[config.mk]
export PLATFORM = sky130hd
export DESIGN_NAME = sci_top
export DESIGN_NICKNAME = d
export VERILOG_FILES = /design/src/inc/sci_pkg.sv /design/src/hw/sci_top.sv
export SDC_FILE = /design/constraint.sdc
export NUM_CORES = 1
export LEC_CHECK = 0
export ABC_CLOCK_PERIOD_IN_PS = 2300
export BUFFER_PORTS_ARGS = -buffer_cell sky130_fd_sc_hd__buf_2
export CAP_MARGIN = 25
export CORE_UTILIZATION = 40
export CTS_CLUSTER_DIAMETER = 150
export DETAILED_ROUTE_END_ITERATION = 16
export PLACE_DENSITY_LB_ADDON = 0.2
export SLEW_MARGIN = 40
export SYNTH_ARGS = -nofsm -noshare
export SYNTH_HDL_FRONTEND = slang
export SYNTH_SLANG_ARGS = --single-unit
[constraint.sdc]
create_clock -name CLK -period 2.3 [get_ports CLK]
set_input_delay 0.23 -clock CLK [delete_from_list [all_inputs] [get_ports CLK]]
set_output_delay 0.23 -clock CLK [all_outputs]
set_load 0.005 [all_outputs]
[src/inc/sci_pkg.sv]
// Constants, register map and field types of the serial interface
//
// Operation
// - Word length bit 0 selects 10-bit frames, 1 selects 11-bit frames.
// - Wakeup select 0 wakes on idle line, 1 on last data bit set.
// - Buffer empty flag interrupts only while its enable is 1.
// - Transmit complete flag interrupts only while its enable is 1.
// - One receive enable gates both buffer full and overrun interrupts.
// - Idle-line flag interrupts only while its enable is 1.
// - Transmitter off frees the pin; on, only the transmitter drives it.
// - Receiver works only while its enable bit is 1.
// - Sleeping receiver ignores frames until the selected wakeup occurs.
// - Break bit sends break frames after current frame; clearing resumes.
// - Framing fault on bad stop bit or received break.
// - Parity fault when received parity mismatches, clear otherwise; here it stays set until status is read.
// - Data word has nine bits in 8:0; bits 15:9 read zero.
// - Data reads return receive holding; writes load transmit holding.
// - Ninth data bit matters only in nine-bit operation.
package sci_pkg;

  // Byte addresses of the register words
  localparam logic [7:0] CTRL_OFS = 8'h00;
  localparam logic [7:0] MASK_OFS = 8'h04;
  localparam logic [7:0] STAT_OFS = 8'h08;
  localparam logic [7:0] DATA_OFS = 8'h0C;

  // Frame lengths and data width
  localparam logic [3:0] FRAME_SHORT = 4'hA;
  localparam logic [3:0] FRAME_LONG = 4'hB;
  localparam int DATA_W = 9;

  // Reset values
  localparam logic [15:0] BAUD_DIV_RST = 16'h0057;
  localparam logic [6:0] MASK_RST = 7'h00;

  // Status and mask bit positions
  localparam int ST_TXE = 0;
  localparam int ST_TXC = 1;
  localparam int ST_RXF = 2;
  localparam int ST_OVR = 3;
  localparam int ST_IDLE = 4;
  localparam int ST_FE = 5;
  localparam int ST_PF = 6;
  localparam int ST_W = 7;

  // AXI responses
  localparam logic [1:0] RESP_OKAY = 2'h0;
  localparam logic [1:0] RESP_SLVERR = 2'h2;

  // Control word, low bits of CTRL
  typedef struct packed {
    logic [15:0] baud_div;
    logic parity_odd;
    logic parity_en;
    logic break_send;
    logic rx_sleep;
    logic rx_on;
    logic tx_on;
    logic wake_addr;
    logic word_len;
  } ctrl_t;

  localparam ctrl_t CTRL_RST = '{baud_div: BAUD_DIV_RST, default: 1'b0};

  typedef enum logic [0:0] {TX_IDLE, TX_RUN} tx_state_t;
  typedef enum logic [1:0] {RX_IDLE, RX_START, RX_RUN} rx_state_t;

endpackage : sci_pkg

[src/hw/sci_top.sv]
// Asynchronous serial interface with AXI4-Lite register slave
`timescale 1ns/1ns
module sci_top (
  // Clock and reset
  input wire logic CLK,
  input wire logic RESETN,
  // AXI4-Lite write channels
  input wire logic AWVALID,
  output logic AWREADY,
  input wire logic [7:0] AWADDR,
  input wire logic WVALID,
  output logic WREADY,
  input wire logic [31:0] WDATA,
  input wire logic [3:0] WSTRB,
  output logic BVALID,
  input wire logic BREADY,
  output logic [1:0] BRESP,
  // AXI4-Lite read channels
  input wire logic ARVALID,
  output logic ARREADY,
  input wire logic [7:0] ARADDR,
  output logic RVALID,
  input wire logic RREADY,
  output logic [31:0] RDATA,
  output logic [1:0] RRESP,
  // Serial link and interrupt
  input wire logic RXD,
  output logic TXD_O,
  output logic TXD_OE,
  output logic IRQ
);
  import sci_pkg::*;

  //////////////////////////////////////////////////////////////////////////
  // Declarations
  sci_pkg::ctrl_t ctrl_q;
  logic [ST_W-1:0] mask_q, stat_q, ev;
  logic [7:0] aw_q;
  logic [31:0] wd_q;
  logic [3:0] ws_q;
  logic aw_have_q, w_have_q, do_wr, rd_take, rd_stat, rd_data, wr_data;
  logic [DATA_W-1:0] rx_hold_q, tx_hold_q;
  logic rx_unread_q, tx_full_q, tx_load, wake_p;
  tx_state_t tx_st_q;
  rx_state_t rx_st_q;
  logic [10:0] tx_sr_q, rx_sr_q;
  logic [15:0] tx_cnt_q, rx_cnt_q;
  logic [3:0] tx_bit_q, rx_bit_q, nbits, idle_bits_q;
  logic rxd_m_q, rxd_s_q, idle_arm_q;
  logic [8:0] tx_d, rx_d;
  logic rx_last, rx_par_bad;

  assign nbits = ctrl_q.word_len ? FRAME_LONG : FRAME_SHORT;

  //////////////////////////////////////////////////////////////////////////
  // AXI write path: address and data taken in either order
  assign do_wr = aw_have_q && w_have_q && !BVALID;
  assign wr_data = do_wr && aw_q == DATA_OFS && ws_q[0];

  always_ff @(posedge CLK or negedge RESETN) begin
    if (!RESETN) begin
      AWREADY <= 1'b1;
      WREADY <= 1'b1;
      aw_have_q <= 1'b0;
      w_have_q <= 1'b0;
      aw_q <= 8'h00;
      wd_q <= 32'h0000_0000;
      ws_q <= 4'h0;
      BVALID <= 1'b0;
      BRESP <= RESP_OKAY;
    end else begin
      if (AWVALID && AWREADY) begin
        aw_q <= AWADDR;
        aw_have_q <= 1'b1;
        AWREADY <= 1'b0;
      end
      if (WVALID && WREADY) begin
        wd_q <= WDATA;
        ws_q <= WSTRB;
        w_have_q <= 1'b1;
        WREADY <= 1'b0;
      end
      if (do_wr) begin
        BVALID <= 1'b1;
        BRESP <= (aw_q == CTRL_OFS || aw_q == MASK_OFS ||
                  aw_q == DATA_OFS) ? RESP_OKAY : RESP_SLVERR;
        aw_have_q <= 1'b0;
        w_have_q <= 1'b0;
      end
      if (BVALID && BREADY) begin
        BVALID <= 1'b0;
        AWREADY <= 1'b1;
        WREADY <= 1'b1;
      end
    end
  end

  //////////////////////////////////////////////////////////////////////////
  // AXI read path; reads of status and data have side effects
  assign rd_take = ARVALID && ARREADY;
  assign rd_stat = rd_take && ARADDR == STAT_OFS;
  assign rd_data = rd_take && ARADDR == DATA_OFS;

  always_ff @(posedge CLK or negedge RESETN) begin
    if (!RESETN) begin
      ARREADY <= 1'b1;
      RVALID <= 1'b0;
      RDATA <= 32'h0000_0000;
      RRESP <= RESP_OKAY;
    end else if (rd_take) begin
      ARREADY <= 1'b0;
      RVALID <= 1'b1;
      RRESP <= RESP_OKAY;
      case (ARADDR)
        CTRL_OFS: RDATA <= {ctrl_q.baud_div, 8'h00, ctrl_q[7:0]};
        MASK_OFS: RDATA <= {25'h000_0000, mask_q};
        STAT_OFS: RDATA <= {25'h000_0000, stat_q | ev};
        DATA_OFS: RDATA <= {23'h00_0000, rx_hold_q};
        default: begin
          RDATA <= 32'h0000_0000;
          RRESP <= RESP_SLVERR;
        end
      endcase
    end else if (RVALID && RREADY) begin
      RVALID <= 1'b0;
      ARREADY <= 1'b1;
    end
  end

  //////////////////////////////////////////////////////////////////////////
  // Control and mask registers; sleep is cleared by the wakeup logic
  always_ff @(posedge CLK or negedge RESETN) begin
    if (!RESETN) begin
      ctrl_q <= CTRL_RST;
      mask_q <= MASK_RST;
    end else begin
      if (do_wr && aw_q == CTRL_OFS) begin
        if (ws_q[0]) ctrl_q[7:0] <= wd_q[7:0];
        if (ws_q[2]) ctrl_q.baud_div[7:0] <= wd_q[23:16];
        if (ws_q[3]) ctrl_q.baud_div[15:8] <= wd_q[31:24];
      end else if (wake_p) begin
        ctrl_q.rx_sleep <= 1'b0;
      end
      if (do_wr && aw_q == MASK_OFS && ws_q[0]) begin
        // One receive enable drives both receive bits
        // Overrun has no enable of its own: bit 3 mirrors bit 2
        mask_q <= {wd_q[6:4], wd_q[2], wd_q[2], wd_q[1:0]};
      end
    end
  end

  //////////////////////////////////////////////////////////////////////////
  // Sticky status; an event in the reading cycle survives the clear
  always_ff @(posedge CLK or negedge RESETN) begin
    if (!RESETN) begin
      stat_q <= '0;
      IRQ <= 1'b0;
    end else begin
      stat_q <= (rd_stat ? '0 : stat_q) | ev;
      // Each flag reaches the line only through its enable
      IRQ <= |(((rd_stat ? '0 : stat_q) | ev) & mask_q);
    end
  end

  //////////////////////////////////////////////////////////////////////////
  // Transmit holding register
  always_ff @(posedge CLK or negedge RESETN) begin
    if (!RESETN) begin
      tx_hold_q <= '0;
      tx_full_q <= 1'b0;
    end else begin
      if (wr_data) begin
        tx_hold_q <= wd_q[8:0];
        tx_full_q <= 1'b1;
      end else if (tx_load) begin
        tx_full_q <= 1'b0;
      end
    end
  end

  // Data bits with optional parity in the top data bit
  always_comb begin
    tx_d = tx_hold_q;
    if (!ctrl_q.word_len) tx_d[8] = 1'b1;
    if (ctrl_q.parity_en && ctrl_q.word_len)
      tx_d[8] = ^tx_hold_q[7:0] ^ ctrl_q.parity_odd;
    if (ctrl_q.parity_en && !ctrl_q.word_len)
      tx_d[7] = ^tx_hold_q[6:0] ^ ctrl_q.parity_odd;
  end

  assign tx_load = tx_st_q == TX_IDLE && ctrl_q.tx_on &&
                   !ctrl_q.break_send && tx_full_q;

  //////////////////////////////////////////////////////////////////////////
  // Transmitter: start, data LSB first, stop; break sent between frames
  always_ff @(posedge CLK or negedge RESETN) begin
    if (!RESETN) begin
      tx_st_q <= TX_IDLE;
      tx_sr_q <= 11'h7FF;
      tx_cnt_q <= 16'h0000;
      tx_bit_q <= 4'h0;
      TXD_O <= 1'b1;
      TXD_OE <= 1'b0;
    end else begin
      TXD_OE <= ctrl_q.tx_on;
      case (tx_st_q)
        TX_IDLE: begin
          TXD_O <= 1'b1;
          tx_bit_q <= 4'h0;
          tx_cnt_q <= ctrl_q.baud_div;
          if (ctrl_q.tx_on && ctrl_q.break_send) begin
            tx_sr_q <= 11'h000;
            tx_st_q <= TX_RUN;
          end else if (tx_load) begin
            tx_sr_q <= {1'b1, tx_d, 1'b0};
            tx_st_q <= TX_RUN;
          end
        end
        TX_RUN: begin
          TXD_O <= tx_sr_q[0];
          if (tx_cnt_q == 16'h0000) begin
            tx_cnt_q <= ctrl_q.baud_div;
            tx_sr_q <= {1'b1, tx_sr_q[10:1]};
            tx_bit_q <= tx_bit_q + 4'h1;
            if (tx_bit_q == nbits - 4'h1) tx_st_q <= TX_IDLE;
          end else begin
            tx_cnt_q <= tx_cnt_q - 16'h0001;
          end
        end
        default: tx_st_q <= TX_IDLE;
      endcase
    end
  end

  //////////////////////////////////////////////////////////////////////////
  // Receive line synchroniser
  always_ff @(posedge CLK or negedge RESETN) begin
    if (!RESETN) begin
      rxd_m_q <= 1'b1;
      rxd_s_q <= 1'b1;
    end else begin
      rxd_m_q <= RXD;
      rxd_s_q <= rxd_m_q;
    end
  end

  // Decode of a frame as its stop bit is sampled
  always_comb begin
    rx_d = ctrl_q.word_len ? rx_sr_q[9:1] : {1'b0, rx_sr_q[8:1]};
    rx_last = ctrl_q.word_len ? rx_sr_q[9] : rx_sr_q[8];
    rx_par_bad = ctrl_q.parity_en && (ctrl_q.word_len ?
      (^rx_sr_q[9:1] != ctrl_q.parity_odd) :
      (^rx_sr_q[8:1] != ctrl_q.parity_odd));
  end

  //////////////////////////////////////////////////////////////////////////
  // Receiver: mid-bit sampling, idle-line count and wakeup
  always_ff @(posedge CLK or negedge RESETN) begin
    if (!RESETN) begin
      rx_st_q <= RX_IDLE;
      rx_sr_q <= 11'h000;
      rx_cnt_q <= 16'h0000;
      rx_bit_q <= 4'h0;
      idle_bits_q <= 4'h0;
      idle_arm_q <= 1'b0;
      rx_hold_q <= '0;
      rx_unread_q <= 1'b0;
      ev <= '0;
      wake_p <= 1'b0;
    end else begin
      ev <= '0;
      wake_p <= 1'b0;
      if (tx_load) ev[ST_TXE] <= 1'b1;
      if (tx_st_q == TX_RUN && tx_cnt_q == 16'h0000 &&
          tx_bit_q == nbits - 4'h1 && !tx_full_q && !ctrl_q.break_send)
        ev[ST_TXC] <= 1'b1;
      if (rd_data) rx_unread_q <= 1'b0;
      if (!ctrl_q.rx_on) begin
        rx_st_q <= RX_IDLE;
        idle_arm_q <= 1'b0;
      end else begin
        case (rx_st_q)
          RX_IDLE: begin
            rx_bit_q <= 4'h0;
            if (!rxd_s_q) begin
              rx_cnt_q <= {1'b0, ctrl_q.baud_div[15:1]};
              idle_bits_q <= 4'h0;
              rx_st_q <= RX_START;
            end else if (idle_arm_q) begin
              // One whole frame time of high line means idle
              if (rx_cnt_q == 16'h0000) begin
                rx_cnt_q <= ctrl_q.baud_div;
                idle_bits_q <= idle_bits_q + 4'h1;
                if (idle_bits_q == nbits - 4'h1) begin
                  idle_arm_q <= 1'b0;
                  ev[ST_IDLE] <= 1'b1;
                  if (ctrl_q.rx_sleep && !ctrl_q.wake_addr)
                    wake_p <= 1'b1;
                end
              end else begin
                rx_cnt_q <= rx_cnt_q - 16'h0001;
              end
            end
          end
          RX_START, RX_RUN: begin
            if (rx_cnt_q == 16'h0000) begin
              rx_cnt_q <= ctrl_q.baud_div;
              rx_sr_q[rx_bit_q] <= rxd_s_q;
              rx_bit_q <= rx_bit_q + 4'h1;
              rx_st_q <= RX_RUN;
              // A start bit gone high again was only a glitch
              if (rx_st_q == RX_START && rxd_s_q) rx_st_q <= RX_IDLE;
              if (rx_bit_q == nbits - 4'h1) begin
                rx_st_q <= RX_IDLE;
                idle_arm_q <= 1'b1;
                rx_cnt_q <= ctrl_q.baud_div;
                if (!ctrl_q.rx_sleep ||
                    (ctrl_q.wake_addr && rx_last)) begin
                  if (ctrl_q.rx_sleep) wake_p <= 1'b1;
                  ev[ST_FE] <= !rxd_s_q;
                  ev[ST_PF] <= rx_par_bad;
                  if (rx_unread_q && !rd_data) begin
                    ev[ST_OVR] <= 1'b1;
                  end else begin
                    rx_hold_q <= rx_d;
                    rx_unread_q <= 1'b1;
                    ev[ST_RXF] <= 1'b1;
                  end
                end
              end
            end else begin
              rx_cnt_q <= rx_cnt_q - 16'h0001;
            end
          end
          default: rx_st_q <= RX_IDLE;
        endcase
      end
    end
  end

endmodule : sci_top

Word-level counts from Yosys, hierarchy flattened

Index checks and enable logic that the tools add are counted.

Bits in registers: 228
Logic and storage cells: 264
Input bits: 60
Output and inout port bits: 44

Bitwise gates (word level): 7
Add/subtract/negate cells: 6
Reductions and logical operators: 74
Multiplexer cells: 105
Equality and inequality tests: 24
$lt $le $gt $ge: 2

Operators with widths:

| operator                | number |
|---|---|
| $pmux W32 S4            | 1 |
| $mux W16                | 4 |
| $pmux W16 S2            | 2 |
| $mux W1                 | 61 |
| $mux W11                | 3 |
| $logic_not A16 Y1       | 2 |
| $sub A16 B1 Y16 const B | 2 |
| $logic_and A1 B1 Y1     | 30 |
| $mux W2                 | 15 |
| $eq A8 B4 Y1 const B    | 3 |
| $pmux W11 S2            | 1 |
| $mux W4                 | 5 |
| $reduce_bool A2 Y1      | 9 |
| $eq A8 B3 Y1 const B    | 2 |
| $logic_not A8 Y1        | 2 |
| $pmux W4 S2             | 2 |
| $reduce_xor A8 Y1       | 2 |
| $ne A3 B3 Y1 const B    | 5 |
| $or A7 B7 Y7            | 2 |
| $add A4 B1 Y4 const B   | 3 |
| $eq A4 B4 Y1            | 3 |
| $reduce_and A2 Y1       | 6 |
| $bwmux W11              | 1 |
| $mux W5                 | 2 |
| 29 further kinds        | 50 |

Logic depth before layout (Yosys ltp)

Gate-level depths: netlist of the first run.

Word-level depth: 10
Gate-level depth with buffers: 9
Depth with buffers taken out: 7

Least setup slack after synthesis of the first run

OpenSTA, ideal clock, no wires.

Path kind: reg2reg
Start point: register rx_cnt_q[0]
End point: register rx_hold_q[0]
Setup slack: -0.223 ns
Clock period less this slack: 2.523 ns
Buffers on the path: 2
Cell stages (with the launch flop): 10
Arrival time: 2.395 ns
Library setup time: 0.128 ns
Cells stage by stage: dfrtp_1 -> inv_1 -> ha_1 -> or4b_4 -> or3_1 -> buf_2 -> nor3_2 -> and3_1 -> buf_4 -> mux2_1

Longest elaborated chain between the ends: 2

Ends and longest elaborated chain:

| element                            | RTL line       | RTL |
|---|---|---|
| from (decl)                        | sci_top.sv:47  | `logic [15:0] tx_cnt_q, rx_cnt_q;` |
| from (signal assigned)             | sci_top.sv:286 | `rx_cnt_q <= {1'b0, ctrl_q.baud_div[15:1]};` |
| from (signal assigned)             | sci_top.sv:292 | `rx_cnt_q <= ctrl_q.baud_div;` |
| from (signal assigned)             | sci_top.sv:301 | `rx_cnt_q <= rx_cnt_q - 16'h0001;` |
| $logic_not A16 Y1                  | sci_top.sv:306 | `if (rx_cnt_q == 16'h0000) begin` |
| $reduce_and A6 Y1 (no source line) | n/a            |  |
| to (signal assigned)               | sci_top.sv:325 | `rx_hold_q <= rx_d;` |
| to (decl)                          | sci_top.sv:42  | `logic [DATA_W-1:0] rx_hold_q, tx_hold_q;` |

No other way between the ends.
A chain may end at the register's enable or synchronous reset.

Worst setup path in the final report of the first run

Start point: register rx_cnt_q[0]
End point: register rx_hold_q[5]

Same word-level chain as after synthesis.

==> qor.csv, run 1 <==
metric;value;unit
clock tree buffer depth;3;
hold path cells;3;
# nets final;1103;
final cell count without fillers;1367;
Seq pwr share;35.5;%
die height;157.4;um
Reg clk slew, reported paths;0.06;ns
Via-to-Cell Ratio;5.279;
GRT overflow;0;
first-pass GRT wire length;38160;um
count leader, synth;dfrtp_1;
ys flop type;dfrtp_1;
switching share of power;32.48;%
max_slew headroom;48.61;%
Pint;9.214;mW
number of synthesized flops with an enable pin;0;
drt initial violations;457;
Worst Hold End;RDATA[8];
Worst Hold Launch;ARADDR[3];
via count;7216;
Worst R2R Start;rx_cnt_q[0];
DR DRC count;0;
actual slew at the worst max-slew pin;0.7673;ns
critical path peak fanout;10;
top cell type's share of synthesized area;48.21;%
FF-to-FF path depth;8;
RSZ-0062 raised after global routing;true;
logic gate share of total power;35.6;%
Max Cap Viol;0;
Startpoint Class;register;
Detail Route Antenna Nets;0;
Routed wire per std cell;17.37;um
initial antenna violation count;0;
CTS tree;done;
delay-heaviest family, CP;simple AND/OR/NAND/NOR gates;
Slowest Stage Delay on Critical Path;0.46;ns
layout cells sized above 1;34.35;%
Crit Path Class;register to register;
pre-CTS setup slack;-0.1797;ns
Clock Power Share;28.9;%
gpl congestion;0.8095;
number of distinct library cells after synthesis;68;
worst-path cell chain;inv_2 -> ha_4 -> or4b_4 -> or3_4 -> nor3_4 -> and3_4 -> buf_12 -> mux2_1;
placed inst area;0.01095;mm^2
clock skew;0.02453;ns
FMAX;0.4233;GHz
leading post-synthesis cells by cell area;dfrtp_1, mux2_2, dfstp_2, o21ai_0, a22o_1;
Pins Over Slew Limit;0;
Crit-path slowest cell;or4b_4;
Worst-Skew Late Latency;0.53;ns
post-DP HPWL;16370;um
Hold WC Path Type;input port to register;
ys async rst share;100.0;%
chip width;157.4;um
largest net degree at the start of global routing;67;
routed wire length;23740;um
Starting Density;41.01;%
post-route minimum period;2.362;ns
Area growth, synth to finish;28.64;%
clk sinks;208;
Worst Path Required;2.71;ns
Pwr Total;13.65;mW
hold violation count in the final report;0;
yosys warns;0;
Root Driver;clkbuf_16;
post-route clock period utilization;102.7;%
Final Worst Setup Slack;-0.06218;ns
LEAKAGE;5.848;nW
Yosys reg bits;208;
Synth Instances;837;
port buffer count;86;
drt first pass iters;6;
syn avg cell area;11.53;um^2
WP data arrival;2.77;ns
core box area;0.02354;mm^2
Finished Cell Area;0.01242;mm^2
placed cells;1275;
Worst R2R End;rx_hold_q[5];
Switch Pwr;4.433;mW
crit path capture type;register;
vias in the first global route;7109;
outcome;complete, but fails checks;
DIE AREA;0.02476;mm^2
failing checks;negative setup slack;
Worst Path Buf+Inv;2;
post-synth top area cell;dfrtp_1;
endpoints failing setup;11;
Power Dens Cells;1099;mW/mm^2
total CTS buffers;24;
FP Rows;56;
cell area after synthesis;0.009654;mm^2
Global Route Usage Sum;19.68;%
VDD IR-drop max;0.0007107;V
Layout Utilization;52.75;%
Antenna Cells;0;
# IOs;104;
most common library cells after synthesis;dfrtp_1, mux2_2, nand2_1;
sequential cell area fraction in the yosys report;54.20;%
R2R setup slack;-0.06;ns
depth of the CTS H-tree;1;
==> layer usage <==
metal	part of all wire, %	wire length (um)	vias to the layer above	GRT usage (%)
met3	5.1	1209	37	2.974
met2	46	10810	189	30.55
met4	2.0	475	0	5.687
met1	47	11250	3570	28.41
met5	0	0	-	0
li1	-	-	3420	-
==> state kept, by name, indices dropped and copies added, names as in the netlist, 6 cells and up <==
signal,flops
stat_q,7
tx_sr_q,11
aw_q,8
wd_q,25
rx_sr_q,9
RDATA,25
rx_cnt_q,16
ctrl_q,24
ev,7
tx_hold_q,9
mask_q,6
tx_cnt_q,16
rx_hold_q,9
==> logic make-up (layout without fill, tap and decap cells) <==
family | count (synthesis) | in the layout | synth area share, %
flip-flops | 208 | 208 | 54.20
AO/OA/AOI/OAI | 192 | 192 | 13.31
adder cells (fa/ha/maj) | 13 | 13 | 1.685
other | 1 | 9 | 0.03884
XOR/XNOR | 34 | 34 | 3.227
buffers and inverters | 66 | 269 | 3.033
AND/OR/NAND/NOR | 217 | 217 | 11.37
multiplexers | 106 | 106 | 13.14
==> layout by cell type (no fill, tap or decap), types with 22 or more instances in the layout <==
cell / n
dfrtp_1: 186
buf_2: 85
mux2_2: 83
nand2_1: 61
buf_4: 60
o21ai_0: 57
dlygate4sd3_1: 45
nor2_1: 39
a22o_1: 33
xnor2_1: 27
clkbuf_16: 24
a21oi_1: 23
dfstp_2: 22
==> power by group through the flow <==
stage / Clock (mW) / Sequential (mW) / Combinational [mW]
final: 3.94 / 4.84 / 4.86
after global routing: 4.20 / 4.93 / 5.34
after CTS: 4.05 / 4.84 / 4.66
after detailed placement: 0 / 4.90 / 4.28
after global placement: 0 / 4.88 / 4.27
after floorplan: 0 / 4.71 / 2.81
==> cell type report <==
cell class	instances	area [um^2]
fill	2134	11120
sequential	208	5233
multi-input combinational	571	4344
timing repair buffer	203	1529
clock buffer	32	680.7
tap	319	399.1
clock inverter	12	151.4
inverter	22	82.58
==> worst reg2reg max path, stage by stage (launching register included) <==
cell and delay (ns):
dfrtp_1 0.39, inv_2 0.09, ha_4 0.13, or4b_4 0.46
or3_4 0.39, nor3_4 0.14, and3_4 0.22, buf_12 0.13
mux2_1 0.31
==> stage by stage <==
step,TNS [ns],hold slack [ns]
5_1_grt,-1.926,0.04885
3_3_place_gp,-1.333,0.2291
6_report,-0.5693,0.04028
3_5_place_dp,-2.641,0.2288
4_1_cts,-0.8144,0.01789
2_1_floorplan,-0.8178,-0.06559
==> how the worst max path moves through the flow <==
stage	startpoint	slack, ns	depth (start not counted)	to
after detailed placement	rx_cnt_q[0]	-0.18	8	rx_hold_q[1]
after CTS	rx_cnt_q[0]	-0.08	8	rx_hold_q[5]
after global placement	rx_cnt_q[0]	-0.11	8	idle_bits_q[3]
after global routing	rx_cnt_q[0]	-0.13	8	rx_hold_q[0]
after floorplan	rx_cnt_q[0]	-0.09	9	rx_hold_q[0]
final	rx_cnt_q[0]	-0.06	8	rx_hold_q[5]
==> what timing repair did <==
| item | 4_1_cts | 5_1_grt |
|---|---|---|
| hold buffers | 45 | 0 |
| hold endpoints to repair | 91 | 0 |
| endpoints found under the setup margin | 31 | 39 |
| gates cloned | 0 | 0 |
| pin swaps | 1 | 5 |
| buffers inserted | 2 | 1 |
| gates resized for setup | 16 | 24 |
Power figures use the tool's default switching activity.
==> run 2: changes to the inputs <==
BUFFER_PORTS_ARGS = -buffer_cell sky130_fd_sc_hd__buf_4   (was -buffer_cell sky130_fd_sc_hd__buf_2)
==> qor.csv, run 2 (same netlist as run 1, synthesis figures left out) <==
metric;value;unit;change
core box area;0.02354;mm^2;unchanged
drt initial violations;449;;-1.8%
commonest non-fill, non-tap cell in the layout;dfrtp_1;;
post-route clock period utilization;103.7;%;+1.0 points
gpl congestion;0.8164;;+0.85%
Fillers;2088;;-2.2%
CTS tree;done;;
WP data arrival;2.78;ns;about the same
Crit-path slowest cell;or4b_4;;
Global Route Usage Sum;19.78;%;+0.091 points
clock skew;0.01203;ns;-0.01249 ns
hold violation count in the final report;0;;unchanged
switching share of power;31.79;%;-0.70 points
Worst R2R End;rx_hold_q[5];;
die height;157.4;um;unchanged
endpoints failing setup;19;;+8
actual slew at the worst max-slew pin;0.6309;ns;-0.1364 ns
RSZ-0062 raised after global routing;true;;
Hold WC Path Type;input port to register;;
Area growth, synth to finish;31.38;%;
layout cells sized above 1;33.97;%;-0.38 points
Worst Path Required;2.69;ns;-0.02 ns
Worst Hold End;RDATA[7];;
Pint;9.568;mW;+3.8%
outcome;complete, but fails checks;;
R2R setup slack;-0.09;ns;-0.02 ns
Via-to-Cell Ratio;5.270;;-0.17%
hold path cells;4;;+1
FP Rows;56;;unchanged
clk sinks;208;;unchanged
routed wire length;23790;um;+0.19%
Crit Path Class;register to register;;
GRT overflow;0;;unchanged
Pins Over Slew Limit;0;;unchanged
clock tree buffer depth;3;;unchanged
Power Dens Cells;1106;mW/mm^2;+0.64%
max_slew headroom;57.74;%;+9.1 points
vias in the first global route;7066;;-0.60%
critical path peak fanout;10;;unchanged
Switch Pwr;4.458;mW;+0.57%
Root Driver;clkbuf_16;;
drt first pass iters;5;;-1
crit path capture type;register;;
Routed wire per std cell;17.40;um;+0.19%
FMAX;0.4192;GHz;-0.97%
Final Worst Setup Slack;-0.08541;ns;-0.02324 ns
Antenna Cells;0;;unchanged
Seq pwr share;34.6;%;-0.9 points
DR DRC count;0;;unchanged
FF-to-FF path depth;8;;unchanged
commonest non-fill, non-tap cells in the layout;dfrtp_1, buf_4, mux2_2, nand2_1, o21ai_0;;
Max Cap Viol;0;;unchanged
total CTS buffers;24;;unchanged
Startpoint Class;register;;
Top Registers;RDATA x25, wd_q x25, ctrl_q x24;;
Detail Route Antenna Nets;0;;unchanged
VDD IR-drop max;0.0006611;V;-7.0%
final cell count without fillers;1367;;unchanged
depth of the CTS H-tree;1;;unchanged
post-DP HPWL;16050;um;-2.0%
delay-heaviest family, CP;simple AND/OR/NAND/NOR gates;;
LEAKAGE;5.918;nW;+1.2%
Pwr Total;14.03;mW;+2.8%
worst-path cell chain;inv_2 -> ha_4 -> or4b_4 -> or3_4 -> nor3_4 -> and3_4 -> buf_12 -> mux2_1;;
chip width;157.4;um;unchanged
largest net degree at the start of global routing;71;;+6.0%
Reg clk slew, reported paths;0.06;ns;about the same
Worst Hold Launch;ARADDR[7];;
Slowest Stage Delay on Critical Path;0.46;ns;about the same
Worst Path Buf+Inv;2;;unchanged
port buffer count;86;;unchanged
# nets final;1103;;unchanged
via count;7204;;-0.17%
Worst R2R Start;rx_cnt_q[0];;
Clock Power Share;31.1;%;+2.2 points
Worst-Skew Late Latency;0.52;ns;about the same
# IOs;104;;unchanged
placed cells;1271;;-0.31%
post-route minimum period;2.385;ns;+0.02324 ns
logic gate share of total power;34.3;%;-1.3 points
DIE AREA;0.02476;mm^2;unchanged
failing checks;negative setup slack;;
first-pass GRT wire length;38130;um;about the same
initial antenna violation count;1;;+1
Starting Density;41.01;%;unchanged
-- run 2: metal layers --
| metal | vias to the layer above | share of wire [%] | GRT usage, % |
|---|---|---|---|
| met4 | 2 | 1.7 | 4.808 |
| met2 | 168 | 47 | 31.58 |
| met1 | 3593 | 47 | 27.94 |
| met3 | 27 | 4.5 | 3.304 |
| met5 | - | 0.055 | 0 |
| li1 | 3414 | - | - |
-- run 2: worst min-delay path: stages --
cell	delay [ns]
buf_4	0.09
nor2_1	0.05
nand2_1	0.10
o31ai_1	0.08
-- run 2: area by class of cell --
cell class | instances | area [um^2] | area share, %
clock buffers | 29 | 650.6 | 5.130
clock inverters | 15 | 261.5 | 2.062
inverters | 22 | 82.58 | 0.6511
multi-input cells | 571 | 4330 | 34.14
flip-flops and latches | 208 | 5233 | 41.25
well taps | 319 | 399.1 | 3.147
repair buffers | 203 | 1727 | 13.61
-- run 2: worst max-delay path by stage --
stage	from	end	depth (start not counted)
after CTS	rx_cnt_q[0]	rx_hold_q[0]	8
after detailed placement	rx_cnt_q[0]	idle_bits_q[3]	8
after global placement	rx_cnt_q[0]	idle_bits_q[3]	8
after floorplan	rx_cnt_q[0]	rx_hold_q[0]	9
after global routing	rx_cnt_q[0]	rx_hold_q[5]	8
final	rx_cnt_q[0]	rx_hold_q[5]	8
-- run 2: repair_timing --
| action | 4_1_cts | 5_1_grt |
|---|---|---|
| setup endpoints to repair | 25 | 43 |
| buffers inserted | 1 | 4 |
| hold buffers | 46 | 0 |
| hold endpoints to repair | 144 | 0 |
| pin swaps | 1 | 5 |
| cloned | 0 | 1 |
| gates resized for setup | 8 | 30 |
-- run 2: power groups by stage --
stage          Sequential, mW  Combinational (mW)  Clock (mW)
5_1_grt                  4.94                5.30        4.58
4_1_cts                  4.85                4.51        4.45
3_3_place_gp             4.90                4.24           0
6_report                 4.86                4.81        4.36
3_5_place_dp             4.91                4.27           0
2_1_floorplan            4.71                2.81           0
-- run 2: stage by stage --
stage	TNS, ns	cell area, um^2	hold WS (ns)	worst slack, ns	util, %
finish	-1.225	12680	0.08856	-0.08541	53.87
global route	-3.004	12680	0.09599	-0.1703	53.87
CTS	-0.7791	12540	0.07078	-0.08357	53.28
detailed placement	-1.512	11120	0.1449	-0.1508	47.24
global placement	-0.9802	11120	0.1472	-0.09914	47.24
floorplan	-0.8178	9731	-0.06559	-0.08842	-
